$ cat config.mk
export PLATFORM = sky130hd
export DESIGN_NAME = mrb_top
export DESIGN_NICKNAME = d
export VERILOG_FILES = /design/src/design/mrb_pkg.sv /design/src/design/mrb_sync.sv /design/src/design/mrb_seq.sv /design/src/design/mrb_top.sv
export VERILOG_INCLUDE_DIRS = /design/src /design/src/design
export SDC_FILE = /design/constraint.sdc
export NUM_CORES = 1
export LEC_CHECK = 0
export ABC_CLOCK_PERIOD_IN_PS = 6400
export BUFFER_PORTS_ARGS = -buffer_cell sky130_fd_sc_hd__buf_2
export CAP_MARGIN = 30
export CELL_PAD_IN_SITES_DETAIL_PLACEMENT = 1
export CELL_PAD_IN_SITES_GLOBAL_PLACEMENT = 2
export CORE_ASPECT_RATIO = 2
export CORE_MARGIN = 2
export CORE_UTILIZATION = 30
export DETAILED_ROUTE_END_ITERATION = 7
export PLACE_DENSITY_LB_ADDON = 0.1
export SYNTH_ARGS = -nofsm -noshare
export SYNTH_HDL_FRONTEND = slang
export SYNTH_SLANG_ARGS = --single-unit
$ cat constraint.sdc
create_clock -name mclk_i -period 6.4 [get_ports mclk_i]
set_input_delay 0 -clock mclk_i [delete_from_list [all_inputs] [get_ports mclk_i]]
set_output_delay 0 -clock mclk_i [all_outputs]
set_load 0.01 [all_outputs]
$ cat src/design/mrb_map.svh
// Register map, field positions, reset values and timing of the monitor register bank
`ifndef MRB_MAP_SVH
`define MRB_MAP_SVH

// ----------------------------------------
// Register offsets
// ----------------------------------------
`define MRB_CFG_ADDR 8'h00
`define MRB_STAT_ADDR 8'h01
`define MRB_MASK_ADDR 8'h03
`define MRB_RATE_ADDR 8'h07
`define MRB_DIS_ADDR 8'h08
`define MRB_ONESHOT_ADDR 8'h09
`define MRB_DEEP_ADDR 8'h0A
`define MRB_ADV_ADDR 8'h0B
`define MRB_BUSY_ADDR 8'h0C
`define MRB_RES_BASE 8'h20
`define MRB_RES_LAST 8'h27
`define MRB_LIM_BASE 8'h2A
`define MRB_LIM_LAST 8'h39
`define MRB_MAKER_ADDR 8'h3E
`define MRB_REV_ADDR 8'h3F

// ----------------------------------------
// Field positions
// ----------------------------------------
`define MRB_CFG_START 0
`define MRB_CFG_ALARM_EN 1
`define MRB_CFG_INT_CLR 3
`define MRB_CFG_INIT 7
`define MRB_ADV_EXTREF 0
`define MRB_ADV_MODE_HI 2
`define MRB_ADV_MODE_LO 1
`define MRB_BUSY_BIT 0
`define MRB_NOTRDY_BIT 1
`define MRB_CMP_HI 15
`define MRB_CMP_LO 8
`define MRB_TEMP_CHAN 3'h7

// ----------------------------------------
// Reset values and writable bits
// ----------------------------------------
`define MRB_CFG_RST 8'h08
`define MRB_STAT_RST 8'h00
`define MRB_MASK_RST 8'h00
`define MRB_RATE_RST 8'h00
`define MRB_DIS_RST 8'h00
`define MRB_DEEP_RST 8'h00
`define MRB_ADV_RST 8'h00
`define MRB_BUSY_RST 8'h02
`define MRB_RES_RST 16'h0000
`define MRB_LIM_RST 8'h00
`define MRB_CFG_WMASK 8'h8B
`define MRB_RATE_WMASK 8'h01
`define MRB_DEEP_WMASK 8'h01
`define MRB_ADV_WMASK 8'h07
`define MRB_VALID_M0 8'hFF
`define MRB_VALID_M1 8'hFF
`define MRB_VALID_M2 8'h8F
`define MRB_VALID_M3 8'hBF

// ----------------------------------------
// Timing
// ----------------------------------------
`define MRB_CLK_MHZ 200
`define MRB_TIMEOUT_MS 35
`define MRB_READY_CYCLES 6'h20

`endif

$ cat src/design/mrb_pkg.sv
// Types shared by the monitor register bank modules
package mrb_pkg;
	typedef enum logic [3:0] {
		I_IDLE, I_ADDR, I_ADDR_ACK, I_REG, I_REG_ACK, I_WDAT, I_WDAT_ACK, I_RDAT, I_RACK
	} mrb_bus_state_type;

	typedef enum logic [1:0] {
		SQ_IDLE, SQ_PICK, SQ_WAIT
	} mrb_seq_state_type;
endpackage

$ cat src/design/mrb_sync.sv
// Two-flop synchroniser for pin inputs
`timescale 1ns/1ps
module mrb_sync #(
	parameter int W = 1,
	parameter logic [W-1:0] RST_VAL = '0
) (
	// Clock and reset
	input wire logic mclk_i,
	input wire logic rst_i,
	// Data
	input wire logic [W-1:0] d_i,
	output logic [W-1:0] q_o
);
	logic [W-1:0] meta_ff;
	logic [W-1:0] sync_ff;

	always_ff @(posedge mclk_i) begin
		if (rst_i) begin
			meta_ff <= RST_VAL;
			sync_ff <= RST_VAL;
		end else begin
			meta_ff <= d_i;
			sync_ff <= meta_ff;
		end
	end

	assign q_o = sync_ff;
endmodule

$ cat src/design/mrb_seq.sv
// Round-robin conversion sequencer
`timescale 1ns/1ps
module mrb_seq import mrb_pkg::*; (
	// Clock and reset
	input wire logic mclk_i,
	input wire logic rst_i,
	// Control
	input wire logic run_i,
	input wire logic oneshot_i,
	input wire logic [7:0] enable_i,
	// Converter handshake
	input wire logic conv_done_i,
	output logic conv_req_o,
	output logic [2:0] conv_chan_o,
	output logic busy_o
);
	mrb_seq_state_type state_ff;
	logic [2:0] chan_ff;
	logic single_ff;
	logic pend_ff;
	logic req_ff;

	// Set wins: a trigger landing as a pass starts queues another pass
	always_ff @(posedge mclk_i) begin
		if (rst_i) begin
			pend_ff <= 1'b0;
		end else if (oneshot_i) begin
			pend_ff <= 1'b1;
		end else if (state_ff == SQ_IDLE && !run_i) begin
			pend_ff <= 1'b0;
		end
	end

	always_ff @(posedge mclk_i) begin
		if (rst_i) begin
			state_ff <= SQ_IDLE;
			chan_ff <= 3'h0;
			single_ff <= 1'b0;
			req_ff <= 1'b0;
		end else begin
			req_ff <= 1'b0;
			case (state_ff)
				SQ_IDLE: begin
					if (run_i || pend_ff) begin
						chan_ff <= 3'h0;
						single_ff <= !run_i;
						state_ff <= SQ_PICK;
					end
				end
				SQ_PICK: begin
					if (!run_i && !single_ff) begin
						state_ff <= SQ_IDLE;
					end else if (enable_i[chan_ff]) begin
						req_ff <= 1'b1;
						state_ff <= SQ_WAIT;
					end else if (chan_ff == 3'h7) begin
						state_ff <= SQ_IDLE;
					end else begin
						chan_ff <= chan_ff + 3'h1;
					end
				end
				SQ_WAIT: begin
					if (conv_done_i) begin
						if (chan_ff == 3'h7) begin
							state_ff <= SQ_IDLE;
						end else begin
							chan_ff <= chan_ff + 3'h1;
							state_ff <= SQ_PICK;
						end
					end
				end
				default: state_ff <= SQ_IDLE;
			endcase
		end
	end

	assign conv_req_o = req_ff;
	assign conv_chan_o = chan_ff;
	assign busy_o = (state_ff != SQ_IDLE);
endmodule

$ cat src/design/mrb_top.sv
// Monitor register bank with two-wire serial slave and alarm output
`timescale 1ns/1ps
`include "mrb_map.svh"

// Functional notes
// - Start bit runs monitoring; clear means shutdown
// - Alarm enable bit lets errors drive alarm
// - Interrupt-clear bit deasserts alarm, keeps status
// - Interrupt-clear bit halts the round-robin loop
// - Init bit restores every register default
// - Init bit clears itself after restoring
// - Configuration resets to 08h
// - Status read-only, reset zero, set on violation
// - Temperature bit set only above high limit
// - Mode 2 maps four pairs, bits 4-6 reserved
// - Mode 3 maps four inputs, two pairs
// - Mask bit blocks status from alarm
// - One-shot write launches one full pass
// - Disable bits skip channels; reset all enabled
// - Deep shutdown register enters deep shutdown only while start bit is clear
// - Advanced config picks reference and mode
// - Busy status reports busy, not ready; 02h
// - Eight read-only 16-bit result registers
// - Read-write 8-bit high/low limit registers
// - Read-only maker and revision codes
// - Mode field in advanced config bits 2:1
// - Bus line low 35 ms returns to idle
module mrb_top import mrb_pkg::*; #(
	parameter int TIMEOUT_CYCLES = `MRB_TIMEOUT_MS * `MRB_CLK_MHZ * 1000,
	parameter logic [7:0] MAKER_CODE = 8'h5A, // Arbitrary value
	parameter logic [7:0] REVISION_CODE = 8'h3C // Arbitrary value
) (
	// Clock and reset
	input wire logic mclk_i,
	input wire logic rst_i,
	// Serial bus pins
	input wire logic scl_i,
	input wire logic sda_i,
	output logic sda_o,
	output logic sda_oe_o,
	input wire logic [6:0] dev_addr_i,
	// Converter
	input wire logic conv_done_i,
	input wire logic [15:0] conv_data_i,
	output logic conv_req_o,
	output logic [2:0] conv_chan_o,
	// Device controls
	output logic alarm_n_o,
	output logic monitor_run_o,
	output logic deep_shutdown_o,
	output logic ext_ref_o,
	output logic [1:0] mode_o,
	output logic [1:0] conv_rate_o
);
	// ----------------------------------------
	// Pin synchronisers
	// ----------------------------------------
	logic [8:0] pins_s;
	logic scl_s;
	logic sda_s;
	logic [6:0] addr_s;

	mrb_sync #(.W(9), .RST_VAL(9'h003)) u_sync (
		.mclk_i(mclk_i),
		.rst_i(rst_i),
		.d_i({dev_addr_i, scl_i, sda_i}),
		.q_o(pins_s)
	);

	assign addr_s = pins_s[8:2];
	assign scl_s = pins_s[1];
	assign sda_s = pins_s[0];

	// ----------------------------------------
	// Register storage
	// ----------------------------------------
	logic init_ff;
	logic soft_rst;
	logic [7:0] cfg_ff;
	logic [7:0] stat_ff;
	logic [7:0] nxt_stat;
	logic [7:0] mask_ff;
	logic [7:0] rate_ff;
	logic [7:0] dis_ff;
	logic [7:0] deep_ff;
	logic [7:0] adv_ff;
	logic [5:0] rdy_cnt_ff;
	logic alarm_n_ff;
	logic [15:0] res_ff [8];
	logic [7:0] lim_ff [16];
	logic wr_stb;
	logic rd_stb;
	logic [7:0] ptr_ff;
	logic [7:0] wdata;
	logic [7:0] lim_off;
	logic [7:0] valid_mask;
	logic [7:0] rd_byte;
	logic hi_lo_ff;
	logic seq_busy;
	logic run;
	logic not_ready;
	logic viol;
	logic [7:0] reading;
	logic [7:0] lim_hi;
	logic [7:0] lim_lo;
	logic is_temp;

	// Init pulse reloads every register; the bus engine is left alone
	always_ff @(posedge mclk_i) begin
		if (rst_i) begin
			init_ff <= 1'b0;
		end else begin
			init_ff <= wr_stb && ptr_ff == `MRB_CFG_ADDR && wdata[`MRB_CFG_INIT];
		end
	end

	assign soft_rst = rst_i | init_ff;

	always_ff @(posedge mclk_i) begin
		if (soft_rst) begin
			cfg_ff <= `MRB_CFG_RST;
			mask_ff <= `MRB_MASK_RST;
			rate_ff <= `MRB_RATE_RST;
			dis_ff <= `MRB_DIS_RST;
			deep_ff <= `MRB_DEEP_RST;
			adv_ff <= `MRB_ADV_RST;
		end else if (wr_stb) begin
			case (ptr_ff)
				`MRB_CFG_ADDR: cfg_ff <= wdata & `MRB_CFG_WMASK;
				`MRB_MASK_ADDR: mask_ff <= wdata;
				`MRB_RATE_ADDR: rate_ff <= wdata & `MRB_RATE_WMASK;
				`MRB_DIS_ADDR: dis_ff <= wdata;
				`MRB_DEEP_ADDR: deep_ff <= wdata & `MRB_DEEP_WMASK;
				`MRB_ADV_ADDR: adv_ff <= wdata & `MRB_ADV_WMASK;
				default: ;
			endcase
		end
	end

	assign lim_off = ptr_ff - `MRB_LIM_BASE;

	always_ff @(posedge mclk_i) begin
		if (soft_rst) begin
			for (int i = 0; i < 16; i++) begin
				lim_ff[i] <= `MRB_LIM_RST;
			end
		end else if (wr_stb && ptr_ff >= `MRB_LIM_BASE && ptr_ff <= `MRB_LIM_LAST) begin
			lim_ff[lim_off[3:0]] <= wdata;
		end
	end

	always_ff @(posedge mclk_i) begin
		if (soft_rst) begin
			for (int i = 0; i < 8; i++) begin
				res_ff[i] <= `MRB_RES_RST;
			end
		end else if (conv_done_i && seq_busy) begin
			res_ff[conv_chan_o] <= conv_data_i;
		end
	end

	// ----------------------------------------
	// Mode mapping and limit checks
	// ----------------------------------------
	always_comb begin
		case (adv_ff[`MRB_ADV_MODE_HI:`MRB_ADV_MODE_LO])
			2'h0: valid_mask = `MRB_VALID_M0;
			2'h1: valid_mask = `MRB_VALID_M1;
			2'h2: valid_mask = `MRB_VALID_M2;
			2'h3: valid_mask = `MRB_VALID_M3;
			default: valid_mask = `MRB_VALID_M0;
		endcase
	end

	// Channel 7 is the temperature sensor except in mode 1
	assign is_temp = conv_chan_o == `MRB_TEMP_CHAN && adv_ff[`MRB_ADV_MODE_HI:`MRB_ADV_MODE_LO] != 2'h1;
	assign reading = conv_data_i[`MRB_CMP_HI:`MRB_CMP_LO];
	assign lim_hi = lim_ff[{conv_chan_o, 1'b0}];
	assign lim_lo = lim_ff[{conv_chan_o, 1'b1}];
	assign viol = (reading > lim_hi) || (!is_temp && reading < lim_lo);

	// Clear on read; a violation in the same cycle wins
	always_comb begin
		nxt_stat = stat_ff;
		if (rd_stb && ptr_ff == `MRB_STAT_ADDR) begin
			nxt_stat = 8'h00;
		end
		if (conv_done_i && seq_busy && viol) begin
			nxt_stat[conv_chan_o] = 1'b1;
		end
	end

	always_ff @(posedge mclk_i) begin
		if (soft_rst) begin
			stat_ff <= `MRB_STAT_RST;
		end else begin
			stat_ff <= nxt_stat & valid_mask;
		end
	end

	// ----------------------------------------
	// Alarm and sequencer control
	// ----------------------------------------
	always_ff @(posedge mclk_i) begin
		if (soft_rst) begin
			alarm_n_ff <= 1'b1;
		end else begin
			alarm_n_ff <= !(|(stat_ff & ~mask_ff) && cfg_ff[`MRB_CFG_ALARM_EN]
				&& !cfg_ff[`MRB_CFG_INT_CLR]);
		end
	end

	assign run = cfg_ff[`MRB_CFG_START] && !cfg_ff[`MRB_CFG_INT_CLR] && !deep_ff[0];

	mrb_seq u_seq (
		.mclk_i(mclk_i),
		.rst_i(soft_rst || deep_shutdown_o),
		.run_i(run),
		.oneshot_i(wr_stb && ptr_ff == `MRB_ONESHOT_ADDR),
		.enable_i(valid_mask & ~dis_ff),
		.conv_done_i(conv_done_i),
		.conv_req_o(conv_req_o),
		.conv_chan_o(conv_chan_o),
		.busy_o(seq_busy)
	);

	always_ff @(posedge mclk_i) begin
		if (soft_rst) begin
			rdy_cnt_ff <= 6'h00;
		end else if (not_ready) begin
			rdy_cnt_ff <= rdy_cnt_ff + 6'h01;
		end
	end

	assign not_ready = rdy_cnt_ff != `MRB_READY_CYCLES;

	assign alarm_n_o = alarm_n_ff;
	assign monitor_run_o = run;
	assign deep_shutdown_o = deep_ff[0] && !cfg_ff[`MRB_CFG_START];
	assign ext_ref_o = adv_ff[`MRB_ADV_EXTREF];
	assign mode_o = adv_ff[`MRB_ADV_MODE_HI:`MRB_ADV_MODE_LO];
	assign conv_rate_o = rate_ff[1:0];

	// ----------------------------------------
	// Read multiplexer
	// ----------------------------------------
	always_comb begin
		rd_byte = 8'h00;
		if (ptr_ff >= `MRB_RES_BASE && ptr_ff <= `MRB_RES_LAST) begin
			rd_byte = hi_lo_ff ? res_ff[ptr_ff[2:0]][7:0] : res_ff[ptr_ff[2:0]][15:8];
		end else if (ptr_ff >= `MRB_LIM_BASE && ptr_ff <= `MRB_LIM_LAST) begin
			rd_byte = lim_ff[lim_off[3:0]];
		end else begin
			case (ptr_ff)
				`MRB_CFG_ADDR: rd_byte = cfg_ff;
				`MRB_STAT_ADDR: rd_byte = stat_ff;
				`MRB_MASK_ADDR: rd_byte = mask_ff;
				`MRB_RATE_ADDR: rd_byte = rate_ff;
				`MRB_DIS_ADDR: rd_byte = dis_ff;
				`MRB_DEEP_ADDR: rd_byte = deep_ff;
				`MRB_ADV_ADDR: rd_byte = adv_ff;
				`MRB_BUSY_ADDR: rd_byte = {6'h00, not_ready, seq_busy};
				`MRB_MAKER_ADDR: rd_byte = MAKER_CODE;
				`MRB_REV_ADDR: rd_byte = REVISION_CODE;
				default: rd_byte = 8'h00;
			endcase
		end
	end

	// ----------------------------------------
	// Serial bus slave
	// ----------------------------------------
	mrb_bus_state_type bus_ff;
	logic scl_d_ff;
	logic sda_d_ff;
	logic [7:0] shift_ff;
	logic [3:0] bit_cnt_ff;
	logic rw_ff;
	logic sda_oe_ff;
	logic [22:0] tmo_cnt_ff;
	logic scl_rise;
	logic scl_fall;
	logic start_det;
	logic stop_det;
	logic tmo_hit;
	logic byte_in;

	always_ff @(posedge mclk_i) begin
		if (rst_i) begin
			scl_d_ff <= 1'b1;
			sda_d_ff <= 1'b1;
		end else begin
			scl_d_ff <= scl_s;
			sda_d_ff <= sda_s;
		end
	end

	assign scl_rise = scl_s && !scl_d_ff;
	assign scl_fall = !scl_s && scl_d_ff;
	assign start_det = scl_s && scl_d_ff && sda_d_ff && !sda_s;
	assign stop_det = scl_s && scl_d_ff && !sda_d_ff && sda_s;
	assign byte_in = scl_fall && bit_cnt_ff == 4'h8;

	// Either line stuck low restarts the slave and frees the data line
	always_ff @(posedge mclk_i) begin
		if (rst_i || (scl_s && sda_s)) begin
			tmo_cnt_ff <= 23'h000000;
		end else if (!tmo_hit) begin
			tmo_cnt_ff <= tmo_cnt_ff + 23'h000001;
		end
	end

	assign tmo_hit = tmo_cnt_ff == TIMEOUT_CYCLES[22:0];

	always_ff @(posedge mclk_i) begin
		if (rst_i || tmo_hit) begin
			bus_ff <= I_IDLE;
			sda_oe_ff <= 1'b0;
			bit_cnt_ff <= 4'h0;
			shift_ff <= 8'h00;
			rw_ff <= 1'b0;
			ptr_ff <= 8'h00;
			hi_lo_ff <= 1'b0;
		end else if (start_det) begin
			bus_ff <= I_ADDR;
			sda_oe_ff <= 1'b0;
			bit_cnt_ff <= 4'h0;
			hi_lo_ff <= 1'b0;
		end else if (stop_det) begin
			bus_ff <= I_IDLE;
			sda_oe_ff <= 1'b0;
		end else begin
			if (scl_rise && (bus_ff == I_ADDR || bus_ff == I_REG || bus_ff == I_WDAT)) begin
				shift_ff <= {shift_ff[6:0], sda_s};
				bit_cnt_ff <= bit_cnt_ff + 4'h1;
			end
			case (bus_ff)
				I_ADDR: begin
					if (byte_in) begin
						bit_cnt_ff <= 4'h0;
						rw_ff <= shift_ff[0];
						bus_ff <= (shift_ff[7:1] == addr_s) ? I_ADDR_ACK : I_IDLE;
						sda_oe_ff <= shift_ff[7:1] == addr_s;
					end
				end
				I_ADDR_ACK: begin
					if (scl_fall) begin
						bit_cnt_ff <= 4'h0;
						if (rw_ff) begin
							shift_ff <= rd_byte;
							sda_oe_ff <= !rd_byte[7];
							bus_ff <= I_RDAT;
						end else begin
							sda_oe_ff <= 1'b0;
							bus_ff <= I_REG;
						end
					end
				end
				I_REG: begin
					if (byte_in) begin
						bit_cnt_ff <= 4'h0;
						ptr_ff <= shift_ff;
						hi_lo_ff <= 1'b0;
						sda_oe_ff <= 1'b1;
						bus_ff <= I_REG_ACK;
					end
				end
				I_REG_ACK, I_WDAT_ACK: begin
					if (scl_fall) begin
						sda_oe_ff <= 1'b0;
						bus_ff <= I_WDAT;
					end
				end
				I_WDAT: begin
					if (byte_in) begin
						bit_cnt_ff <= 4'h0;
						sda_oe_ff <= 1'b1;
						bus_ff <= I_WDAT_ACK;
					end
				end
				I_RDAT: begin
					if (scl_fall) begin
						if (bit_cnt_ff == 4'h7) begin
							sda_oe_ff <= 1'b0;
							hi_lo_ff <= !hi_lo_ff;
							bus_ff <= I_RACK;
						end else begin
							bit_cnt_ff <= bit_cnt_ff + 4'h1;
							shift_ff <= {shift_ff[6:0], 1'b0};
							sda_oe_ff <= !shift_ff[6];
						end
					end
				end
				I_RACK: begin
					if (scl_rise && sda_s) begin
						bus_ff <= I_IDLE;
					end else if (scl_fall) begin
						bit_cnt_ff <= 4'h0;
						shift_ff <= rd_byte;
						sda_oe_ff <= !rd_byte[7];
						bus_ff <= I_RDAT;
					end
				end
				default: bus_ff <= I_IDLE;
			endcase
		end
	end

	// Byte strobes toward the register file
	assign wr_stb = !rst_i && !tmo_hit && !start_det && !stop_det && bus_ff == I_WDAT && byte_in;
	assign wdata = shift_ff;
	assign rd_stb = !rst_i && !tmo_hit && !start_det && !stop_det && scl_fall
		&& ((bus_ff == I_ADDR_ACK && rw_ff) || (bus_ff == I_RACK));

	assign sda_o = 1'b0;
	assign sda_oe_o = sda_oe_ff;
endmodule

=== Word-level counts from Yosys, hierarchy flattened ===
Memory sizes are Yosys's and may differ from the RTL's. A register that Yosys moved wholly into a read port is not among the register bits.
Index checks and enable logic that the tools add are counted.

* Add/subtract/negate cells: 5
* Magnitude comparators: 8
* Eq/ne operators: 54
* Muxes and demuxes: 90
* Bitwise logic cells: 10
* Reductions and logical operators: 99

{| class="wikitable"
|+ Operator list
! operator !! number
|-
| $mux 8 || 13
|-
| $mux 4 || 20
|-
| $pmux 8 s10 || 1
|-
| $pmux 8 s3 || 2
|-
| $eq 8x4->1 const B || 5
|-
| $logic_and 1x1->1 || 39
|-
| $mux 1 || 30
|-
| $ne 4x4->1 const B || 7
|-
| $pmux 4 s7 || 1
|-
| $mux 3 || 9
|-
| $ne 2x2->1 const B || 13
|-
| $and 8x8->8 || 3
|-
| $reduce_and 8->1 || 3
|-
| $add 23x1->23 const B || 1
|-
| $eq 23x23->1 const B || 1
|-
| $eq 4x3->1 const B || 5
|-
| $logic_not 1->1 || 18
|-
| $eq 8x6->1 const B || 2
|-
| $ge 8x6->1 const B || 2
|-
| $le 8x6->1 const B || 2
|-
| $mux 16 || 1
|-
| $not 8->8 || 2
|-
| $pmux 4 s4 || 1
|-
| $reduce_and 2->1 || 8
|-
| 46 further kinds || 77
|}

* Register bits after elaboration: 119
* Bits in writable memories: 256
* Word-level logic and storage cells: 296
* Memories: 2

{| class="wikitable"
|+ Memories
! name !! words !! width !! read ports !! clocked after memory_dff !! wr ports !! RTL line !! source
|-
| lim_ff || 16 || 8 || 3 || 2 || 16 || mrb_top.sv:90 || <nowiki>logic [7:0] lim_ff [16];</nowiki>
|-
| res_ff || 8 || 16 || 1 || 1 || 8 || mrb_top.sv:89 || <nowiki>logic [15:0] res_ff [8];</nowiki>
|}

=== Logic depth before layout (Yosys ltp) ===
* Depth in word-level cells: 15
* Mapped depth: 11
* Gate-level depth less buffers: 9

=== Cells and area by module ===
From an unflattened synthesis, not the netlist that was laid out.

* Cells, all modules: 1666
* Area total of the unflattened synthesis: 19608.8 um^2

{| class="wikitable"
|+ Modules (own cells, without submodules)
! module !! instances !! cells each !! area each (um^2) !! sequential area each (um^2)
|-
| mrb_top || 1 || 1551 || 18466.5 || 9609.2
|-
| mrb_seq || 1 || 78 || 648.1 || 160.2
|-
| mrb_sync || 1 || 37 || 494.2 || 360.3
|}

=== Worst setup path after synthesis ===
No wires, ideal clock.

* Kind: register to register
* Start: reg ptr_ff[1]
* End: mem lim_ff[0][0] (enable)
* Setup time: 384 ps
* Arrival: 2912 ps
* Data required time: 6016 ps
* Slack: 3104 ps
* Cell stages (with the launch flop): 10
* Path buffers: 4
* Period minus slack after synthesis: 3296 ps
* Cell sequence: dfxtp_1 buf_2 buf_1 inv_1 ha_1 xor2_1 buf_2 nand2_1 clkbuf_1 o21ai_0

{| class="wikitable"
|+ RTL lines
! item !! RTL line !! source
|-
| start: declaration || mrb_top.sv:93 || <nowiki>logic [7:0] ptr_ff;</nowiki>
|-
| start signal: assignment || mrb_top.sv:362 || <nowiki>ptr_ff <= shift_ff;</nowiki>
|-
| end: declaration || mrb_top.sv:90 ||
|}

==> run summary <==
Leakage: 7.667 nW
R2r worst-path depth: 7
Status: complete, no violations
Insertion delay to the later sink of the worst-skew pair: 0.58 ns
Hold Slack: 0.07565 ns
Overflow after GRT: 0
Die width: 183.2 microns
Post-synth top flop: edfxtp_1
FF-to-FF setup slack: 2.71 ns
Mux contribution to synthesized area: 15.89%
HP Start: conv_done_i
Worst Tran Pin Value: 1.043 ns
Reg clk slew, reported paths: 0.06 ns
Core ar.: 63600 sq um
Fin Setup TNS: 0 ns
Post-synthesis compound-gate area fraction: 6.218%
TritonCTS clock tree: yes
CP Data Arrival Time: 3.88 ns
Total power: 0.005419 W
Antenna violations before repair: 1
Share of power burned in registers: 51.2%
Most frequent cells in the layout: edfxtp_1 (256), and2_1 (237), dfxtp_1 (116)
CP Max Fanout: 15
Avg Vias per Cell: 5.328
Critical Path Max Stage Delay: 1.06 ns
Multi-input gate area: 8498 sq um
EDFF count, synth: 256
Endpoints failing setup: 0
Vias in the first global route: 14105
Internal power: 0.004131 W
Most common cell after layout, fill and taps aside: edfxtp_1
NetSw: 0.001288 W
Period minus WS final: 3.688 ns
HPWL Detailed: 53290 microns
RePlAce Congestion: 0.8666
H-tree depth: 2
Critical path's slowest cell: o21ai_0
Average routed wire per standard cell: 29.04 microns
Syn Inst Count: 1566
Filler cell count: 6815
Drt first pass iters: 5
Max cap viols: 0
Io pins: 42
Port bufs: 39
Yosys reg bits: 381
Max Slew Vio Count: 0
Ys async rst share: 0%
Req. time, crit path: 6.59 ns
Routed wire length: 71220 microns
Initial Utilization: 30.28%
Reg2reg start: ptr_ff[2]
Die H: 362.3 microns
Placed cell count: 2344
Post-synthesis adder-cell area fraction: 1.819%
Clock power frac: 43.3%
# Post-CTS Setup Buffers: 0
Clk sink count: 381
Worst rel slew slack: 29.71%
GRT Overall Usage: 21.78%
Final Hold Vio Count: 0
Syn Area/Cell: 12.30 sq um
Critical path class: flip-flop to flip-flop
Clock Skews: 0.02618 ns
Crit end category: flip-flop
Synth-to-Final Area Change: 14.21%
Logic gate share of total power: 5.4%
CTS resizes: 0
Reg area: 10200 sq um
FMAX: 0.2712 GHz
Largest net degree at the start of global routing: 33
Cell chosen for the clock root: clkbuf_16
Worst hold-check path type: input port to flip-flop
Post-route ant nets: 0
First-pass GRT wire length: 102300 microns
Std cell rows: 131
Num CTS Buffers: 39
Die Footprint: 66360 sq um
Maximum vdd ir drop: 0.1829 mV
Yosys warnings: 0
Register area share after synthesis: 52.91%
Main combinational cell family by area after synthesis: simple AND/OR/NAND/NOR gates
Area of the mapped netlist: 19260 sq um
Cell Chain, Critical Path: inv_1 > ha_1 > nand2b_1 > a21oi_1 > o221a_2 > nand4_1 > o21ai_0
Hold depth: 5
Power Density: 246.4 nW/um^2
R2r endpoint: lim_ff[12][2]
DR iter-0 viols: 662
Sw frac: 23.77%
Remaining DRCs: 0
Fraction of layout cells with a size suffix above 1: 18.15%
Unrepaired setup endpoints after global routing: no
Unique cell type count in the Yosys netlist: 86
Clock Tree Buf Depth: 3
Final net count: 1679
Via count: 13065
Simple-Gate Fraction of Synth Area: 18.34%
WHS Endpoint: u_seq.state_ff[1]
Critical Path Start Type: flip-flop
Fin crit share: 57.62%
Final Non-Filler Cells: 2452
Synth Area in XOR/XNOR: 1.592%
-- logic make-up after synthesis --
| kind of cell | after synthesis |
|---|---|
| AO/OA/AOI/OAI | 180 |
| XOR/XNOR | 35 |
| adder cells (fa/ha/maj) | 28 |
| buffers and inverters | 138 |
| flip-flops | 381 |
| multiplexers | 173 |
| other | 1 |
| AND/OR/NAND/NOR | 630 |
-- critical path: cells and delay by family (launching register included) --
kind            cells  cell delay, ns
flops               1            0.49
compound gates      3            1.69
simple gates        2            0.73
buf+inv             1            0.21
fa+ha+maj           1            0.18
-- power groups by stage --
stage | Sequential [W] | Clock, W | Combinational (W)
after global placement | 0.00283 | 0 | 0.000277
after floorplan | 0.00278 | 0 | 0.000168
final | 0.00278 | 0.00235 | 0.000295
after detailed placement | 0.00283 | 0 | 0.000284
after CTS | 0.00278 | 0.00242 | 0.000300
after global routing | 0.00278 | 0.00250 | 0.000318
-- layout make-up --
cell class / instances / share of cell area (%)
diodes: 1 / 0.01138
clock buffers: 52 / 4.887
clock inverters: 19 / 0.8590
inverters: 36 / 0.6144
multi-input cells: 1048 / 38.64
flip-flops and latches: 381 / 46.38
well taps: 798 / 4.540
repair buffers: 117 / 4.068
-- flip-flops by register name, indices dropped and copies added, names as in the netlist, 2 cells and up, named ones only --
register	count
dis_ff	8
bus_ff	4
stat_ff	8
u_seq.state_ff	2
mask_ff	8
tmo_cnt_ff	23
shift_ff	8
cfg_ff	4
lim_ff	128
u_sync.meta_ff	9
u_sync.q_o	9
bit_cnt_ff	4
ptr_ff	8
adv_ff	3
res_ff	128
u_seq.conv_chan_o	3
rdy_cnt_ff	6
-- synthesized netlist by cell type (28+ instances only) --
cell	number	area [sq um]
mux2i_1	62	620.6
mux4_2	91	2049
nor2_1	121	454.2
ha_1	28	350.3
inv_1	34	127.6
nor3_1	32	160.2
o21ai_0	45	225.2
nand2_1	73	274.0
dfxtp_1	125	2502
nand3_1	41	205.2
and2_1	237	1483
edfxtp_1	256	7687
clkbuf_1	62	232.7
a21oi_1	40	200.2
-- metrics by stage --
stage	area [sq um]	worst slack [ns]	utilization, %
final	21990	2.712	34.58
after global routing	21990	2.385	34.58
after CTS	21970	2.603	34.55
after detailed placement	20390	2.619	32.06
after global placement	20260	2.773	31.86
after floorplan	19260	3.104	-
-- worst max-delay path by stage --
stage                                  from       endpoint  slack (ns)  cells after the start
after floorplan                   ptr_ff[1]   lim_ff[0][0]        3.10                      9
after global placement    u_seq.state_ff[1]   res_ff[0][4]        2.77                      6
after detailed placement          ptr_ff[2]   lim_ff[4][5]        2.62                      7
after CTS                         ptr_ff[2]   lim_ff[4][7]        2.60                      7
after global routing      u_seq.state_ff[1]   res_ff[0][2]        2.39                      6
final                             ptr_ff[2]  lim_ff[12][2]        2.71                      7
-- routing by layer --
metal	track usage (%)	part of all wire [%]	vias up
met1	20.54	33	6739
met5	0	0	-
met2	43.39	57	272
li1	-	-	5901
met4	14.67	7.6	0
met3	1.966	2.3	153
-- what timing repair did --
action                                  4_1_cts  5_1_grt
hold buffers                                 32        0
endpoints found under the setup margin        0        0
hold endpoints to repair                    137        0
(Power assumes the default switching activity.)
